==> src/verilog/lin_sbc_pkg.sv <==
// Constants, types and pin indices for the LIN SBC mode and pin control.
// Assumes one 40 MHz core clock; all time figures derive from its period.
package lin_sbc_pkg;

   localparam int CLK_PERIOD_NS = 25;

   // Qualification high time for the transmit and low-side inputs.
   localparam int HIGH_QUAL_NS = 10000;
   localparam logic [8:0] HIGH_QUAL_CYC =
      9'(HIGH_QUAL_NS / CLK_PERIOD_NS + 1);

   // Dominant timeout on the transmit input.
   localparam int DOM_TIMEOUT_US = 20000;
   localparam int DOM_TIMEOUT_CYC =
      DOM_TIMEOUT_US * 1000 / CLK_PERIOD_NS + 1;

   // Ignition wake debounce time.
   localparam int IGN_DEBOUNCE_NS = 100000;
   localparam logic [11:0] IGN_DEBOUNCE_CYC =
      12'(IGN_DEBOUNCE_NS / CLK_PERIOD_NS);

   // Minimum low width of a watchdog trigger pulse.
   localparam int TRIG_MIN_NS = 1000;
   localparam logic [5:0] TRIG_MIN_CYC =
      6'((TRIG_MIN_NS + CLK_PERIOD_NS - 1) / CLK_PERIOD_NS);

   localparam logic [1:0] LH_CLEAR_TRIGGERS = 2'h3;

   // Synchronised pin vector layout.
   localparam int SYNC_W   = 16;
   localparam int S_EN     = 0;
   localparam int S_TXD    = 1;
   localparam int S_BUS    = 2;
   localparam int S_LWAKE  = 3;
   localparam int S_IGN    = 4;
   localparam int S_HS     = 5;
   localparam int S_HSF    = 6;
   localparam int S_LS1    = 7;
   localparam int S_LS2    = 8;
   localparam int S_LS1F   = 9;
   localparam int S_LS2F   = 10;
   localparam int S_UV     = 11;
   localparam int S_LINWK  = 12;
   localparam int S_TRIGN  = 13;
   localparam int S_WDMODE = 14;
   localparam int S_WDRST  = 15;
   // Pulled-up pins idle high: transmit, bus, local wake, trigger.
   localparam logic [15:0] SYNC_RST = 16'h200e;

   typedef enum logic [1:0] {
      MODE_FAILSAFE = 2'b00,
      MODE_NORMAL   = 2'b01,
      MODE_SILENT   = 2'b10,
      MODE_SLEEP    = 2'b11
   } mode_type;

   typedef enum logic [1:0] {
      CAUSE_POWER = 2'b00,
      CAUSE_BUS   = 2'b01,
      CAUSE_LOCAL = 2'b10,
      CAUSE_UV    = 2'b11
   } cause_type;

endpackage

==> src/verilog/pin_sync_if.sv <==
// Carries raw pin levels into the synchroniser and synced levels back.
// Assumes both ends share the core clock.
`timescale 1ns/1ps
interface pin_sync_if;
   logic [15:0] raw;
   logic [15:0] synced;
   modport sync_side (input raw, output synced);
   modport user_side (output raw, input synced);
endinterface
==> src/verilog/lin_sbc_ctrl.sv <==
// Mode and pin control of a LIN system basis chip.
// Assumes analog blocks report bus level, faults and wake events as pins.
`timescale 1ns/1ps
module lin_sbc_ctrl #(
   parameter int unsigned DOM_CYC = lin_sbc_pkg::DOM_TIMEOUT_CYC
) (
   input  wire logic                 core_clk_i,
   input  wire logic                 resetn_i,
   input  wire logic                 en_i,
   input  wire logic                 txd_i,
   input  wire logic                 lin_bus_i,
   input  wire logic                 local_wake_input_i,
   input  wire logic                 ignition_wake_input_i,
   input  wire logic                 high_side_control_i,
   input  wire logic                 high_side_fault_i,
   input  wire logic                 low_side1_control_i,
   input  wire logic                 low_side2_control_i,
   input  wire logic                 low_side1_fault_i,
   input  wire logic                 low_side2_fault_i,
   input  wire logic                 vs_undervoltage_i,
   input  wire logic                 lin_wake_i,
   input  wire logic                 watchdog_trigger_n_i,
   input  wire logic                 watchdog_mode_i,
   input  wire logic                 watchdog_reset_i,
   output logic                      lin_drive_dominant_o,
   output logic                      rxd_o,
   output logic                      txd_o,
   output logic                      txd_oe_o,
   output logic                      wake_mirror_output_o,
   output logic                      high_side_output_o,
   output logic                      low_side1_output_o,
   output logic                      low_side2_output_o,
   output logic                      regulator_on_o,
   output logic                      watchdog_enable_o,
   output logic                      watchdog_trigger_o,
   output logic                      limp_home_out_o,
   output lin_sbc_pkg::mode_type     mode_o
);
   import lin_sbc_pkg::*;

   function automatic logic [8:0] sat_inc9(input logic [8:0] v,
                                           input logic [8:0] lim);
      sat_inc9 = (v >= lim) ? lim : 9'(v + 9'h001);
   endfunction

   pin_sync_if pins ();

   assign pins.raw = {watchdog_reset_i, watchdog_mode_i,
                      watchdog_trigger_n_i, lin_wake_i, vs_undervoltage_i,
                      low_side2_fault_i, low_side1_fault_i,
                      low_side2_control_i, low_side1_control_i,
                      high_side_fault_i, high_side_control_i,
                      ignition_wake_input_i, local_wake_input_i,
                      lin_bus_i, txd_i, en_i};

   pin_sync u_sync (
      .core_clk_i (core_clk_i),
      .resetn_i   (resetn_i),
      .pins       (pins.sync_side)
   );

   logic en_s;
   logic txd_s;
   logic bus_s;
   logic lwake_s;
   logic ign_s;
   logic uv_s;
   logic trig_n_s;
   logic [2:0] ctl_s;
   logic [2:0] fault_s;

   assign en_s     = pins.synced[S_EN];
   assign txd_s    = pins.synced[S_TXD];
   assign bus_s    = pins.synced[S_BUS];
   assign lwake_s  = pins.synced[S_LWAKE];
   assign ign_s    = pins.synced[S_IGN];
   assign uv_s     = pins.synced[S_UV];
   assign trig_n_s = pins.synced[S_TRIGN];
   assign ctl_s    = {pins.synced[S_LS2], pins.synced[S_LS1],
                      pins.synced[S_HS]};
   assign fault_s  = {pins.synced[S_LS2F], pins.synced[S_LS1F],
                      pins.synced[S_HSF]};

   // Edge detection on synced levels; ignition on its debounced level.
   logic en_d_reg;
   logic lwake_d_reg;
   logic ign_db_reg;
   logic ign_db_d_reg;
   logic trig_n_d_reg;

   always_ff @(posedge core_clk_i or negedge resetn_i) begin
      if (!resetn_i) begin
         en_d_reg     <= 1'b0;
         lwake_d_reg  <= 1'b1;
         ign_db_d_reg <= 1'b0;
         trig_n_d_reg <= 1'b1;
      end else begin
         en_d_reg     <= en_s;
         lwake_d_reg  <= lwake_s;
         ign_db_d_reg <= ign_db_reg;
         trig_n_d_reg <= trig_n_s;
      end
   end

   logic en_fall;
   logic lwake_fall;
   logic ign_rise;
   assign en_fall    = en_d_reg & ~en_s;
   assign lwake_fall = lwake_d_reg & ~lwake_s;
   assign ign_rise   = ign_db_reg & ~ign_db_d_reg;

   // Ignition debounce: a new level must stand for the full time.
   logic [11:0] ign_cnt_reg;

   always_ff @(posedge core_clk_i or negedge resetn_i) begin
      if (!resetn_i) begin
         ign_cnt_reg <= 12'h000;
         ign_db_reg  <= 1'b0;
      end else if (ign_s == ign_db_reg) begin
         ign_cnt_reg <= 12'h000;
      end else if (ign_cnt_reg >= IGN_DEBOUNCE_CYC - 12'h001) begin
         ign_cnt_reg <= 12'h000;
         ign_db_reg  <= ign_s;
      end else begin
         ign_cnt_reg <= ign_cnt_reg + 12'h001;
      end
   end

   // Operating mode.
   mode_type  mode_reg;
   mode_type  mode_next;
   cause_type cause_reg;
   cause_type cause_next;
   logic      uv_entry_reg;

   always_comb begin
      mode_next  = mode_reg;
      cause_next = cause_reg;
      case (mode_reg)
         MODE_FAILSAFE: begin
            // An undervoltage entry keeps enable high, so hold until it ends.
            if (en_s && !uv_s) begin
               mode_next = MODE_NORMAL;
            end else if (uv_entry_reg && en_fall) begin
               mode_next = txd_s ? MODE_SILENT : MODE_SLEEP;
            end
         end
         MODE_NORMAL: begin
            if (en_fall) begin
               // Raw level decides, not the gated driver.
               mode_next = txd_s ? MODE_SILENT : MODE_SLEEP;
            end else if (uv_s) begin
               mode_next  = MODE_FAILSAFE;
               cause_next = CAUSE_UV;
            end
         end
         MODE_SILENT, MODE_SLEEP: begin
            if (lwake_fall || ign_rise) begin
               mode_next  = MODE_FAILSAFE;
               cause_next = CAUSE_LOCAL;
            end else if (lin_wake_i) begin
               mode_next  = MODE_FAILSAFE;
               cause_next = CAUSE_BUS;
            end
         end
         default: begin
            mode_next = MODE_FAILSAFE;
         end
      endcase
   end

   always_ff @(posedge core_clk_i or negedge resetn_i) begin
      if (!resetn_i) begin
         mode_reg     <= MODE_FAILSAFE;
         cause_reg    <= CAUSE_POWER;
         uv_entry_reg <= 1'b0;
      end else begin
         mode_reg  <= mode_next;
         cause_reg <= cause_next;
         if (mode_reg == MODE_NORMAL && mode_next == MODE_FAILSAFE) begin
            uv_entry_reg <= 1'b1;
         end else if (mode_next != MODE_FAILSAFE) begin
            uv_entry_reg <= 1'b0;
         end
      end
   end

   logic enter_normal;
   assign enter_normal = (mode_next == MODE_NORMAL) &&
                         (mode_reg != MODE_NORMAL);

   // High-time qualifiers: index 0 transmit, 1 and 2 the low-side inputs.
   logic [2:0] qual_in;
   logic [2:0] hi_ok;
   logic [8:0] hi_cnt_reg [3];
   logic [2:0] block_reg;
   logic [2:0] latch_reg;
   logic [19:0] dom_cnt_reg;
   logic        dom_hit;

   assign qual_in = {ctl_s[2], ctl_s[1], txd_s};
   assign dom_hit = dom_cnt_reg >= 20'(DOM_CYC);

   always_ff @(posedge core_clk_i or negedge resetn_i) begin
      if (!resetn_i) begin
         for (int i = 0; i < 3; i++) begin
            hi_cnt_reg[i] <= 9'h000;
         end
      end else begin
         for (int i = 0; i < 3; i++) begin
            hi_cnt_reg[i] <= qual_in[i] ?
               sat_inc9(hi_cnt_reg[i], HIGH_QUAL_CYC) : 9'h000;
         end
      end
   end

   always_comb begin
      for (int i = 0; i < 3; i++) begin
         hi_ok[i] = hi_cnt_reg[i] >= HIGH_QUAL_CYC;
      end
   end

   always_ff @(posedge core_clk_i or negedge resetn_i) begin
      if (!resetn_i) begin
         dom_cnt_reg <= 20'h00000;
      end else if (mode_reg == MODE_NORMAL && !txd_s) begin
         if (!dom_hit) begin
            dom_cnt_reg <= dom_cnt_reg + 20'h00001;
         end
      end else begin
         dom_cnt_reg <= 20'h00000;
      end
   end

   // Driver blocks: set at entry with input low or, for transmit only, on dominant timeout.
   always_ff @(posedge core_clk_i or negedge resetn_i) begin
      if (!resetn_i) begin
         block_reg <= 3'h0;
      end else begin
         for (int i = 0; i < 3; i++) begin
            if (enter_normal && !qual_in[i]) begin
               block_reg[i] <= 1'b1;
            end else if (i == 0 && dom_hit) begin
               block_reg[i] <= 1'b1;
            end else if (hi_ok[i]) begin
               block_reg[i] <= 1'b0;
            end
         end
      end
   end

   // Overload latches; index 0 high-side, 1 and 2 low-side. Set wins.
   always_ff @(posedge core_clk_i or negedge resetn_i) begin
      if (!resetn_i) begin
         latch_reg <= 3'h0;
      end else begin
         for (int i = 0; i < 3; i++) begin
            if (fault_s[i]) begin
               latch_reg[i] <= 1'b1;
            end else if (!ctl_s[i]) begin
               latch_reg[i] <= 1'b0;
            end
         end
      end
   end

   // Watchdog trigger qualification and limp-home.
   logic [5:0] trig_cnt_reg;
   logic [1:0] good_cnt_reg;
   logic       lh_reg;
   logic       trig_ok;
   logic       wd_reset_ev;
   logic       wd_active;

   assign wd_active   = ~pins.synced[S_WDMODE] &&
                        (mode_reg == MODE_NORMAL ||
                         mode_reg == MODE_FAILSAFE);
   assign trig_ok     = !trig_n_s && trig_cnt_reg == TRIG_MIN_CYC - 6'h01;
   assign wd_reset_ev = wd_active && pins.synced[S_WDRST];

   always_ff @(posedge core_clk_i or negedge resetn_i) begin
      if (!resetn_i) begin
         trig_cnt_reg <= 6'h00;
      end else if (trig_n_s || trig_n_d_reg && !trig_n_s) begin
         trig_cnt_reg <= 6'h00;
      end else if (trig_cnt_reg < TRIG_MIN_CYC) begin
         trig_cnt_reg <= trig_cnt_reg + 6'h01;
      end
   end

   always_ff @(posedge core_clk_i or negedge resetn_i) begin
      if (!resetn_i) begin
         lh_reg       <= 1'b0;
         good_cnt_reg <= 2'h0;
      end else if (mode_reg == MODE_SLEEP && mode_next != MODE_SLEEP) begin
         lh_reg       <= 1'b0;
         good_cnt_reg <= 2'h0;
      end else if (wd_reset_ev) begin
         lh_reg       <= 1'b1;
         good_cnt_reg <= 2'h0;
      end else if (wd_active && trig_ok && lh_reg) begin
         if (good_cnt_reg == LH_CLEAR_TRIGGERS - 2'h1) begin
            lh_reg       <= 1'b0;
            good_cnt_reg <= 2'h0;
         end else begin
            good_cnt_reg <= good_cnt_reg + 2'h1;
         end
      end
   end

   // Registered pin outputs.
   always_ff @(posedge core_clk_i or negedge resetn_i) begin
      if (!resetn_i) begin
         lin_drive_dominant_o <= 1'b0;
         rxd_o                <= 1'b0;
         txd_o                <= 1'b0;
         txd_oe_o             <= 1'b0;
         wake_mirror_output_o <= 1'b0;
         high_side_output_o   <= 1'b0;
         low_side1_output_o   <= 1'b0;
         low_side2_output_o   <= 1'b0;
         regulator_on_o       <= 1'b1;
         watchdog_enable_o    <= 1'b0;
         watchdog_trigger_o   <= 1'b0;
      end else begin
         lin_drive_dominant_o <= mode_reg == MODE_NORMAL && !txd_s &&
                                 !block_reg[0] && !dom_hit;
         case (mode_reg)
            MODE_NORMAL:   rxd_o <= bus_s;
            MODE_SILENT:   rxd_o <= 1'b1;
            MODE_FAILSAFE: rxd_o <= cause_reg == CAUSE_LOCAL;
            default:       rxd_o <= 1'b0;
         endcase
         txd_o    <= cause_reg == CAUSE_UV;
         txd_oe_o <= mode_reg == MODE_FAILSAFE;
         wake_mirror_output_o <= mode_reg != MODE_SLEEP && !lwake_s;
         high_side_output_o <= ctl_s[0] && !latch_reg[0] &&
                               mode_reg != MODE_SLEEP;
         low_side1_output_o <= ctl_s[1] && !latch_reg[1] && !block_reg[1] &&
                               mode_reg == MODE_NORMAL && !uv_s;
         low_side2_output_o <= ctl_s[2] && !latch_reg[2] && !block_reg[2] &&
                               mode_reg == MODE_NORMAL && !uv_s;
         regulator_on_o     <= mode_reg != MODE_SLEEP;
         watchdog_enable_o  <= ~pins.synced[S_WDMODE];
         watchdog_trigger_o <= wd_active && trig_ok;
      end
   end

   assign limp_home_out_o = lh_reg;
   assign mode_o          = mode_reg;
endmodule

==> src/verilog/pin_sync.sv <==
// Two-stage synchroniser bank for every asynchronous pin input.
// Assumes the reset values match the idle level of each pin.
`timescale 1ns/1ps
module pin_sync
   import lin_sbc_pkg::*;
(
   input  wire logic   core_clk_i,
   input  wire logic   resetn_i,
   pin_sync_if.sync_side pins
);
   logic [15:0] stage1_reg;
   logic [15:0] stage2_reg;

   always_ff @(posedge core_clk_i or negedge resetn_i) begin
      if (!resetn_i) begin
         stage1_reg <= SYNC_RST;
         stage2_reg <= SYNC_RST;
      end else begin
         stage1_reg <= pins.raw;
         stage2_reg <= stage1_reg;
      end
   end

   assign pins.synced = stage2_reg;
endmodule

==> config.mk <==
export PLATFORM = sky130hd
export DESIGN_NAME = lin_sbc_ctrl
export DESIGN_NICKNAME = d
export VERILOG_FILES = /design/src/verilog/lin_sbc_pkg.sv /design/src/verilog/pin_sync_if.sv /design/src/verilog/lin_sbc_ctrl.sv /design/src/verilog/pin_sync.sv
export SDC_FILE = /design/constraint.sdc
export NUM_CORES = 1
export LEC_CHECK = 0
export BUFFER_PORTS_ARGS = -buffer_cell sky130_fd_sc_hd__buf_4
export CORE_MARGIN = 5
export CORE_UTILIZATION = 60
export CTS_BUF_LIST = sky130_fd_sc_hd__clkbuf_16
export DETAILED_ROUTE_END_ITERATION = 12
export PLACE_DENSITY = 0.88
export SYNTH_ARGS = -nofsm -noshare
export SYNTH_HDL_FRONTEND = slang
export SYNTH_SLANG_ARGS = --single-unit
==> constraint.sdc <==
create_clock -name core_clk_i -period 4.2 [get_ports core_clk_i]
set_clock_uncertainty 0.1 [all_clocks]
set_input_delay 0.42 -clock core_clk_i [delete_from_list [all_inputs] [get_ports core_clk_i]]
set_output_delay 0.42 -clock core_clk_i [all_outputs]
set_load 0.01 [all_outputs]
==> results of run 1 <==
==> metrics by stage <==
stage	instance area, um^2	worst slack (ns)	total power, W	hold slack (ns)
after floorplan	5330	1.86	0.00152	0.0244
after global placement	5660	1.58	0.00162	0.233
after detailed placement	5660	1.49	0.00164	0.235
after CTS	6290	1.48	0.00314	0.000163
after global routing	6320	1.30	0.00325	0.000990
final	6320	1.44	0.00312	0.000216
==> how the worst min path moves through the flow <==
stage                                    start  slack (ns)                     to  cells past startpoint
after floorplan                       resetn_i        0.02           block_reg[0]                      0
after global placement    u_sync.stage1_reg[6]        0.23  u_sync.pins.synced[6]                      0
after global routing        local_wake_input_i       0.001   u_sync.stage1_reg[3]                      1
after CTS                  high_side_control_i      0.0002   u_sync.stage1_reg[5]                      1
after detailed placement  u_sync.stage1_reg[5]        0.23  u_sync.pins.synced[5]                      0
final                                 resetn_i      0.0002         hi_cnt_reg[14]                      1
==> cells in the mapped netlist (3+ instances only) <==
cell type,n
sky130_fd_sc_hd__a2111oi_4,3
sky130_fd_sc_hd__xor2_1,21
sky130_fd_sc_hd__and4_1,3
sky130_fd_sc_hd__nand4_1,6
sky130_fd_sc_hd__a311oi_1,5
sky130_fd_sc_hd__nor2b_1,3
sky130_fd_sc_hd__dfrtp_1,114
sky130_fd_sc_hd__a21oi_1,15
sky130_fd_sc_hd__nand3_1,21
sky130_fd_sc_hd__a31oi_1,4
sky130_fd_sc_hd__nor4_1,3
sky130_fd_sc_hd__a21boi_0,6
sky130_fd_sc_hd__nand2b_1,6
sky130_fd_sc_hd__ha_1,11
sky130_fd_sc_hd__a211oi_1,4
sky130_fd_sc_hd__dfstp_2,11
sky130_fd_sc_hd__and2_1,5
sky130_fd_sc_hd__o21a_1,4
sky130_fd_sc_hd__nor2_1,62
sky130_fd_sc_hd__inv_1,22
sky130_fd_sc_hd__and3_1,13
sky130_fd_sc_hd__nand2_1,32
sky130_fd_sc_hd__clkbuf_1,9
sky130_fd_sc_hd__xnor2_1,21
sky130_fd_sc_hd__mux2i_1,4
sky130_fd_sc_hd__o21ai_0,9
sky130_fd_sc_hd__a21o_1,5
==> routing by layer <==
metal / share of wire (%) / wire, um / vias up
met1: 42 / 4470 / 1844
met2: 51 / 5470 / 109
met4: 1.7 / 183 / 0
met3: 4.7 / 503 / 17
li1: - / - / 1725
met5: 0 / 0 / -
==> area by class of cell <==
class	instances	area (um^2)	area share [%]
Clock buffer	17	425	6.73
Clock inverter	15	185	2.93
Inverter	22	82.6	1.31
Multi-Input combinational cell	309	2050	32.5
Sequential cell	125	3140	49.7
Tap cell	108	135	2.14
Timing Repair Buffer	38	298	4.71
==> cell families (layout without fill, tap and decap cells) <==
logic type / after synthesis / in the layout / synth area share, %
simple gates: 169 / 169 / 15.5
xor+xnor: 42 / 42 / 6.90
buf+inv: 34 / 92 / 2.56
mux: 5 / 5 / 0.962
flops: 125 / 125 / 58.9
fa+ha+maj: 11 / 11 / 2.58
compound gates: 82 / 82 / 12.6
==> where the power goes <==
part,switching (W),total (W),internal [W]
logic,0.000167,0.000278,0.000110
clock network,0.000553,0.00149,0.000942
registers,0.0000728,0.00135,0.00128
==> results.py, run 1 <==
metrics = {
    "detailed_routing": {
        "drt_first_iter_violations": 154,
        "via_count": 3695,
        "drt_pass1_iterations": 4,
        "routed_via_density": 5.83,
        "drc_errors": 0,
        "drtAntennaViolNets": 0,
        "postRouteWirelength_um": 10600,
        "route.detailed.wl_per_inst_um": 16.8,
    },
    "timing": {
        "worst-slew-pin-transition_ns": 0.852,
        "final_max_slew_viol_count": 0,
        "fin_crit_ns": 2.76,
        "achievable-frequency_ghz": 0.363,
        "share_of_the_clock_period_used_by_the_worst_path_pct": 65.6,
        "setup_viol": 0,
        "fin_tns_setup_ns": 0,
        "grt_setup_unrepaired": "false",
        "worst_slew_margin_rel_pct": 43.2,
        "finalHoldViolCount": 0,
    },
    "yosys": {
        "leading_area_contributor_after_synthesis": "sky130_fd_sc_hd__dfrtp_1",
        "synth_seq_area_share_pct": 58.9,
        "synth-warning-count": 0,
        "syn_inst": 468,
        "synth.lib_cells_used.distinct": 61,
        "asyncSetResetFlopFracSynth_pct": 100,
        "syn-num-nets": 497,
        "post-synth-top-area-fraction_pct": 53.5,
        "syn_area_per_cell_um2": 11.4,
        "synthTopCellsByArea": "sky130_fd_sc_hd__dfrtp_1 (54%), sky130_fd_sc_hd__dfstp_2 (5.4%), sky130_fd_sc_hd__nor2_1 (4.4%)",
        "post_synth_instance_area_mm2": 0.00533,
        "synth_enable_flop_cells": 0,
        "synth_seq_cells": 125,
        "ys.flop_type": "sky130_fd_sc_hd__dfrtp_1",
    },
    "die": {
        "floorplan.die.width_um": 104,
        "initial_utilization_pct": 61.4,
        "pin_count": 32,
        "design.die.area_mm2": 0.0109,
        "core-area_mm2": 0.00868,
        "die_height_um": 104,
        "rows": 34,
    },
    "global_route": {
        "met1_resource_use_gr_pct": 26.3,
        "grt_util_all_layers_pct": 20.7,
        "grt_max_degree": 71,
        "grtUsageMet2_pct": 33.6,
        "grt_overflow": 0,
        "grt_use_met3_pct": 5.77,
        "antenna_found_initial": 0,
        "grt_pass1_wl_um": 18300,
        "routing_layer_with_the_top_usage_in_global_route": "met2",
        "first_global_vias": 3879,
    },
    "finish": {
        "area_growth_syn_to_layout_pct": 18.6,
        "utilization_pct": 72.8,
        "number_of_flip_flops_in_the_largest_register": 27,
        "finish.net_count": 542,
        "layout.cells.most_common_list": "sky130_fd_sc_hd__dfrtp_1 (114), sky130_fd_sc_hd__nor2_1 (62), sky130_fd_sc_hd__buf_4 (33)",
        "drive_above_1_share_pct": 16.3,
        "layout.cells.most_common": "sky130_fd_sc_hd__dfrtp_1",
        "diodes": 0,
        "layout.filler_cells": 590,
        "instances_no_fill": 634,
    },
    "setup_path": {
        "setup.worst_path.start": "dom_cnt_reg[0]",
        "timing.critical_path.cells": "ha_1 -> or4b_1 -> a211o_1 -> a21oi_1 -> a31oi_1 -> a41o_1",
        "start_kind": "flop",
        "reg2regPathDepth": 6,
        "critical_path_end_type": "flop",
        "worstSetupPathDepth": 6,
        "critPathRequiredTime_ns": 4.39,
        "worstPathMaxFanout": 14,
        "cp-endpoint": "dom_cnt_reg[8]",
        "worst_path_dominant_cell_family": "compound AO/OA/AOI/OAI gates",
        "cp.arrival_ns": 2.95,
        "path_buf_inv": 0,
        "timing.rr.end": "dom_cnt_reg[8]",
        "cpPeakStageDelay_ns": 0.58,
        "r2r_slack_ns": 1.44,
        "critPathKind": "reg2reg",
        "crit_slowest_cell": "sky130_fd_sc_hd__a211o_1",
        "worst_r2r_startpoint": "dom_cnt_reg[0]",
    },
    "clock_network": {
        "clock_sinks": 125,
        "insertion_delay_ns": 0.41,
        "master_cell_of_the_clock_root_buffer": "sky130_fd_sc_hd__clkbuf_16",
        "post_cts_setup_buffer_count": 0,
        "cts_repair_resize_count": 0,
        "holdBufCountCts": 2,
        "clock_tree.buffer_depth": 2,
        "cts-htree-levels": 4,
        "tritoncts.num_buffers": 17,
        "clk_pin_slew_worst_paths_ns": 0.06,
        "cts_tree": "built",
    },
    "placement": {
        "dp_hpwl_um": 6680,
        "portBuffers": 31,
        "numPlacedInstances": 597,
        "place_congestion": 0.853,
    },
    "run": {
        "maxCapViolCount": 0,
    },
    "status": {
        "status": "complete, no violations",
    },
    "power_and_ir_drop": {
        "total_leakage_power_nw": 2.88,
        "power_density_mw_per_mm2": 494,
        "maximum_resistive_drop_on_vdd_mv": 0.319,
    },
    "hold_path": {
        "hold_class": "in2async",
    },
}
No activity file was read; power rests on OpenSTA's default activity.
==> inputs of run 2 (changes only) <==
Settings changed: CORE_UTILIZATION 60 to 54, PLACE_DENSITY 0.88 to 0.84.
Clock period 4.2 ns to 2.52 ns, I/O delays scaled along.
==> run 2 against run 1 <==
Net effect: sequential power up 64%; register-to-register slack worse by 1.3 ns; sequential share of layout area down 1.9 points; core utilization down 5.0 points; non-clock buffer count up 23; final area up 3.9%; combinational power up 96%; first-iteration DRC count up 29%; flip-flop and latch count unchanged; die area up 10%; critical path type unchanged.
==> results.py, run 2 (synthesis gave the netlist of run 1 again) <==
metrics = {
    "status": {
        "status": "complete, no violations",
    },
    "clock_network": {
        "cts_tree": "built",
        "clock_sinks": 125,
        "cts-htree-levels": 4,
        "tritoncts.num_buffers": 17,
        "clock_tree.buffer_depth": 2,
        "insertion_delay_ns": 0.42,
        "master_cell_of_the_clock_root_buffer": "sky130_fd_sc_hd__clkbuf_16",
        "clk_pin_slew_worst_paths_ns": 0.06,
        "post_cts_setup_buffer_count": 0,
    },
    "global_route": {
        "grt_util_all_layers_pct": 19.7,
        "grt_pass1_wl_um": 18200,
        "grt_max_degree": 54,
        "grt_overflow": 0,
        "first_global_vias": 3896,
        "antenna_found_initial": 0,
    },
    "timing": {
        "fin_crit_ns": 2.41,
        "finalHoldViolCount": 0,
        "fin_tns_setup_ns": 0,
        "worst_slew_margin_rel_pct": 48.1,
        "share_of_the_clock_period_used_by_the_worst_path_pct": 95.5,
        "achievable-frequency_ghz": 0.416,
        "worst-slew-pin-transition_ns": 0.779,
        "worst_slack_ns": 0.113,
        "grt_setup_unrepaired": "false",
        "final_max_slew_viol_count": 0,
        "setup_viol": 0,
    },
    "power_and_ir_drop": {
        "internal_power_w": 0.00383,
        "maximum_resistive_drop_on_vdd_mv": 0.613,
        "share_comb_of_total_power_pct": 10.6,
        "power.share.switching_pct": 25.9,
        "share_clk_of_total_power_pct": 46.5,
        "power_density_mw_per_mm2": 786,
        "power_switching_w": 0.00134,
        "sequentialPowerShare_pct": 42.9,
        "total_power_w": 0.00516,
        "total_leakage_power_nw": 2.99,
    },
    "setup_path": {
        "worstPathMaxFanout": 8,
        "setup.worst_path.start": "dom_cnt_reg[1]",
        "start_kind": "flop",
        "critPathRequiredTime_ns": 2.69,
        "cp.arrival_ns": 2.58,
        "worst_r2r_startpoint": "dom_cnt_reg[1]",
        "critical_path_end_type": "flop",
        "critPathKind": "reg2reg",
    },
    "hold_path": {
        "hold_class": "in2reg",
        "holdCritStartpoint": "lin_wake_i",
    },
    "finish": {
        "layout.filler_cells": 700,
        "diodes": 0,
        "layout.cells.most_common": "sky130_fd_sc_hd__dfrtp_1",
        "multi_input_comb_area_mm2": 0.00208,
        "sequential_cell_area_mm2": 0.00314,
        "area_growth_syn_to_layout_pct": 23.2,
        "finish.net_count": 565,
        "layout.cells.most_common_list": "sky130_fd_sc_hd__dfrtp_1 (113), sky130_fd_sc_hd__nor2_1 (62), sky130_fd_sc_hd__buf_4 (44)",
        "number_of_flip_flops_in_the_largest_register": 27,
        "drive_above_1_share_pct": 18.0,
    },
    "detailed_routing": {
        "met2RoutedLength_um": 5480,
        "maxUsedRoutingLayer": "met4",
        "postRouteWirelength_um": 10500,
        "via_count": 3672,
        "detail_route.wirelength.met1_um": 4480,
        "drtAntennaViolNets": 0,
        "drc_errors": 0,
        "drt_pass1_iterations": 4,
        "route.detailed.wl_per_inst_um": 15.4,
        "wl_met3_um": 408,
        "routed_via_density": 5.38,
        "drt_first_iter_violations": 198,
    },
    "die": {
        "floorplan.die.width_um": 109,
        "rows": 36,
        "initial_utilization_pct": 55.1,
        "design.die.area_mm2": 0.0120,
        "pin_count": 32,
        "die_height_um": 109,
        "core-area_mm2": 0.00968,
    },
    "placement": {
        "place_congestion": 0.889,
        "dp_hpwl_um": 6900,
        "place_worst_setup_slack_ns": 0.0413,
        "portBuffers": 31,
    },
    "run": {
        "maxCapViolCount": 0,
    },
}
run 2: final timing paths:
path	endpoint	slack [ns]	cells after the start
worst max register to register	dom_cnt_reg[11]	0.11	8
min in group asynchronous	hi_cnt_reg[7]	0.28	2
worst min-delay path	limp_home_out_o	0.12	4
worst min register to register	u_sync.pins.synced[15]	0.25	0
worst max-delay path	dom_cnt_reg[11]	0.11	8
max in group asynchronous	dom_cnt_reg[0]	1.22	3
run 2: through the flow:
stage | util, % | instance area, um^2 | hold slack [ns] | cells
global route | 67.8 | 6570 | 0.121 | 682
CTS | 67.6 | 6540 | 0.102 | 682
finish | 67.8 | 6570 | 0.123 | 682
detailed placement | 59.8 | 5790 | 0.174 | 634
floorplan | - | 5330 | -0.144 | 468
global placement | 59.8 | 5790 | 0.169 | 634
run 2: layer usage:
layer	GRT usage (%)	up-vias
met4	7.21	0
met3	5.52	10
met1	24.0	1822
li1	-	1777
met2	33.3	63
met5	0	-
run 2: layout make-up:
| cell class | instances | area share [%] |
|---|---|---|
| inverter | 22 | 1.26 |
| clock buffer | 17 | 6.47 |
| sequential | 125 | 47.8 |
| tap | 133 | 2.53 |
| clock inverter | 15 | 2.49 |
| multi-input combinational | 309 | 31.6 |
| timing repair buffer | 61 | 7.77 |
run 2: power groups by stage:
stage	Combinational [W]	Clock [W]	Sequential (W)
3_5_place_dp	0.000519	0	0.00225
4_1_cts	0.000544	0.00244	0.00222
2_1_floorplan	0.000274	0	0.00225
5_1_grt	0.000596	0.00254	0.00223
3_3_place_gp	0.000498	0	0.00224
6_report	0.000545	0.00240	0.00222
run 2: repair_timing:
| action | 4_1_cts | 5_1_grt |
|---|---|---|
| hold buffers | 16 | 0 |
| gates resized for setup | 0 | 3 |
| endpoints found under the setup margin | 0 | 4 |
| hold endpoints to repair | 54 | 0 |
run 2: critical path, cell delays in order (launching register included):
cell	delay, ns
sky130_fd_sc_hd__dfrtp_1	0.39
sky130_fd_sc_hd__inv_1	0.12
sky130_fd_sc_hd__ha_1	0.16
sky130_fd_sc_hd__or4b_1	0.44
sky130_fd_sc_hd__a211o_1	0.32
sky130_fd_sc_hd__buf_4	0.20
sky130_fd_sc_hd__a2111oi_4	0.31
sky130_fd_sc_hd__xnor2_1	0.16
sky130_fd_sc_hd__nor2_1	0.05
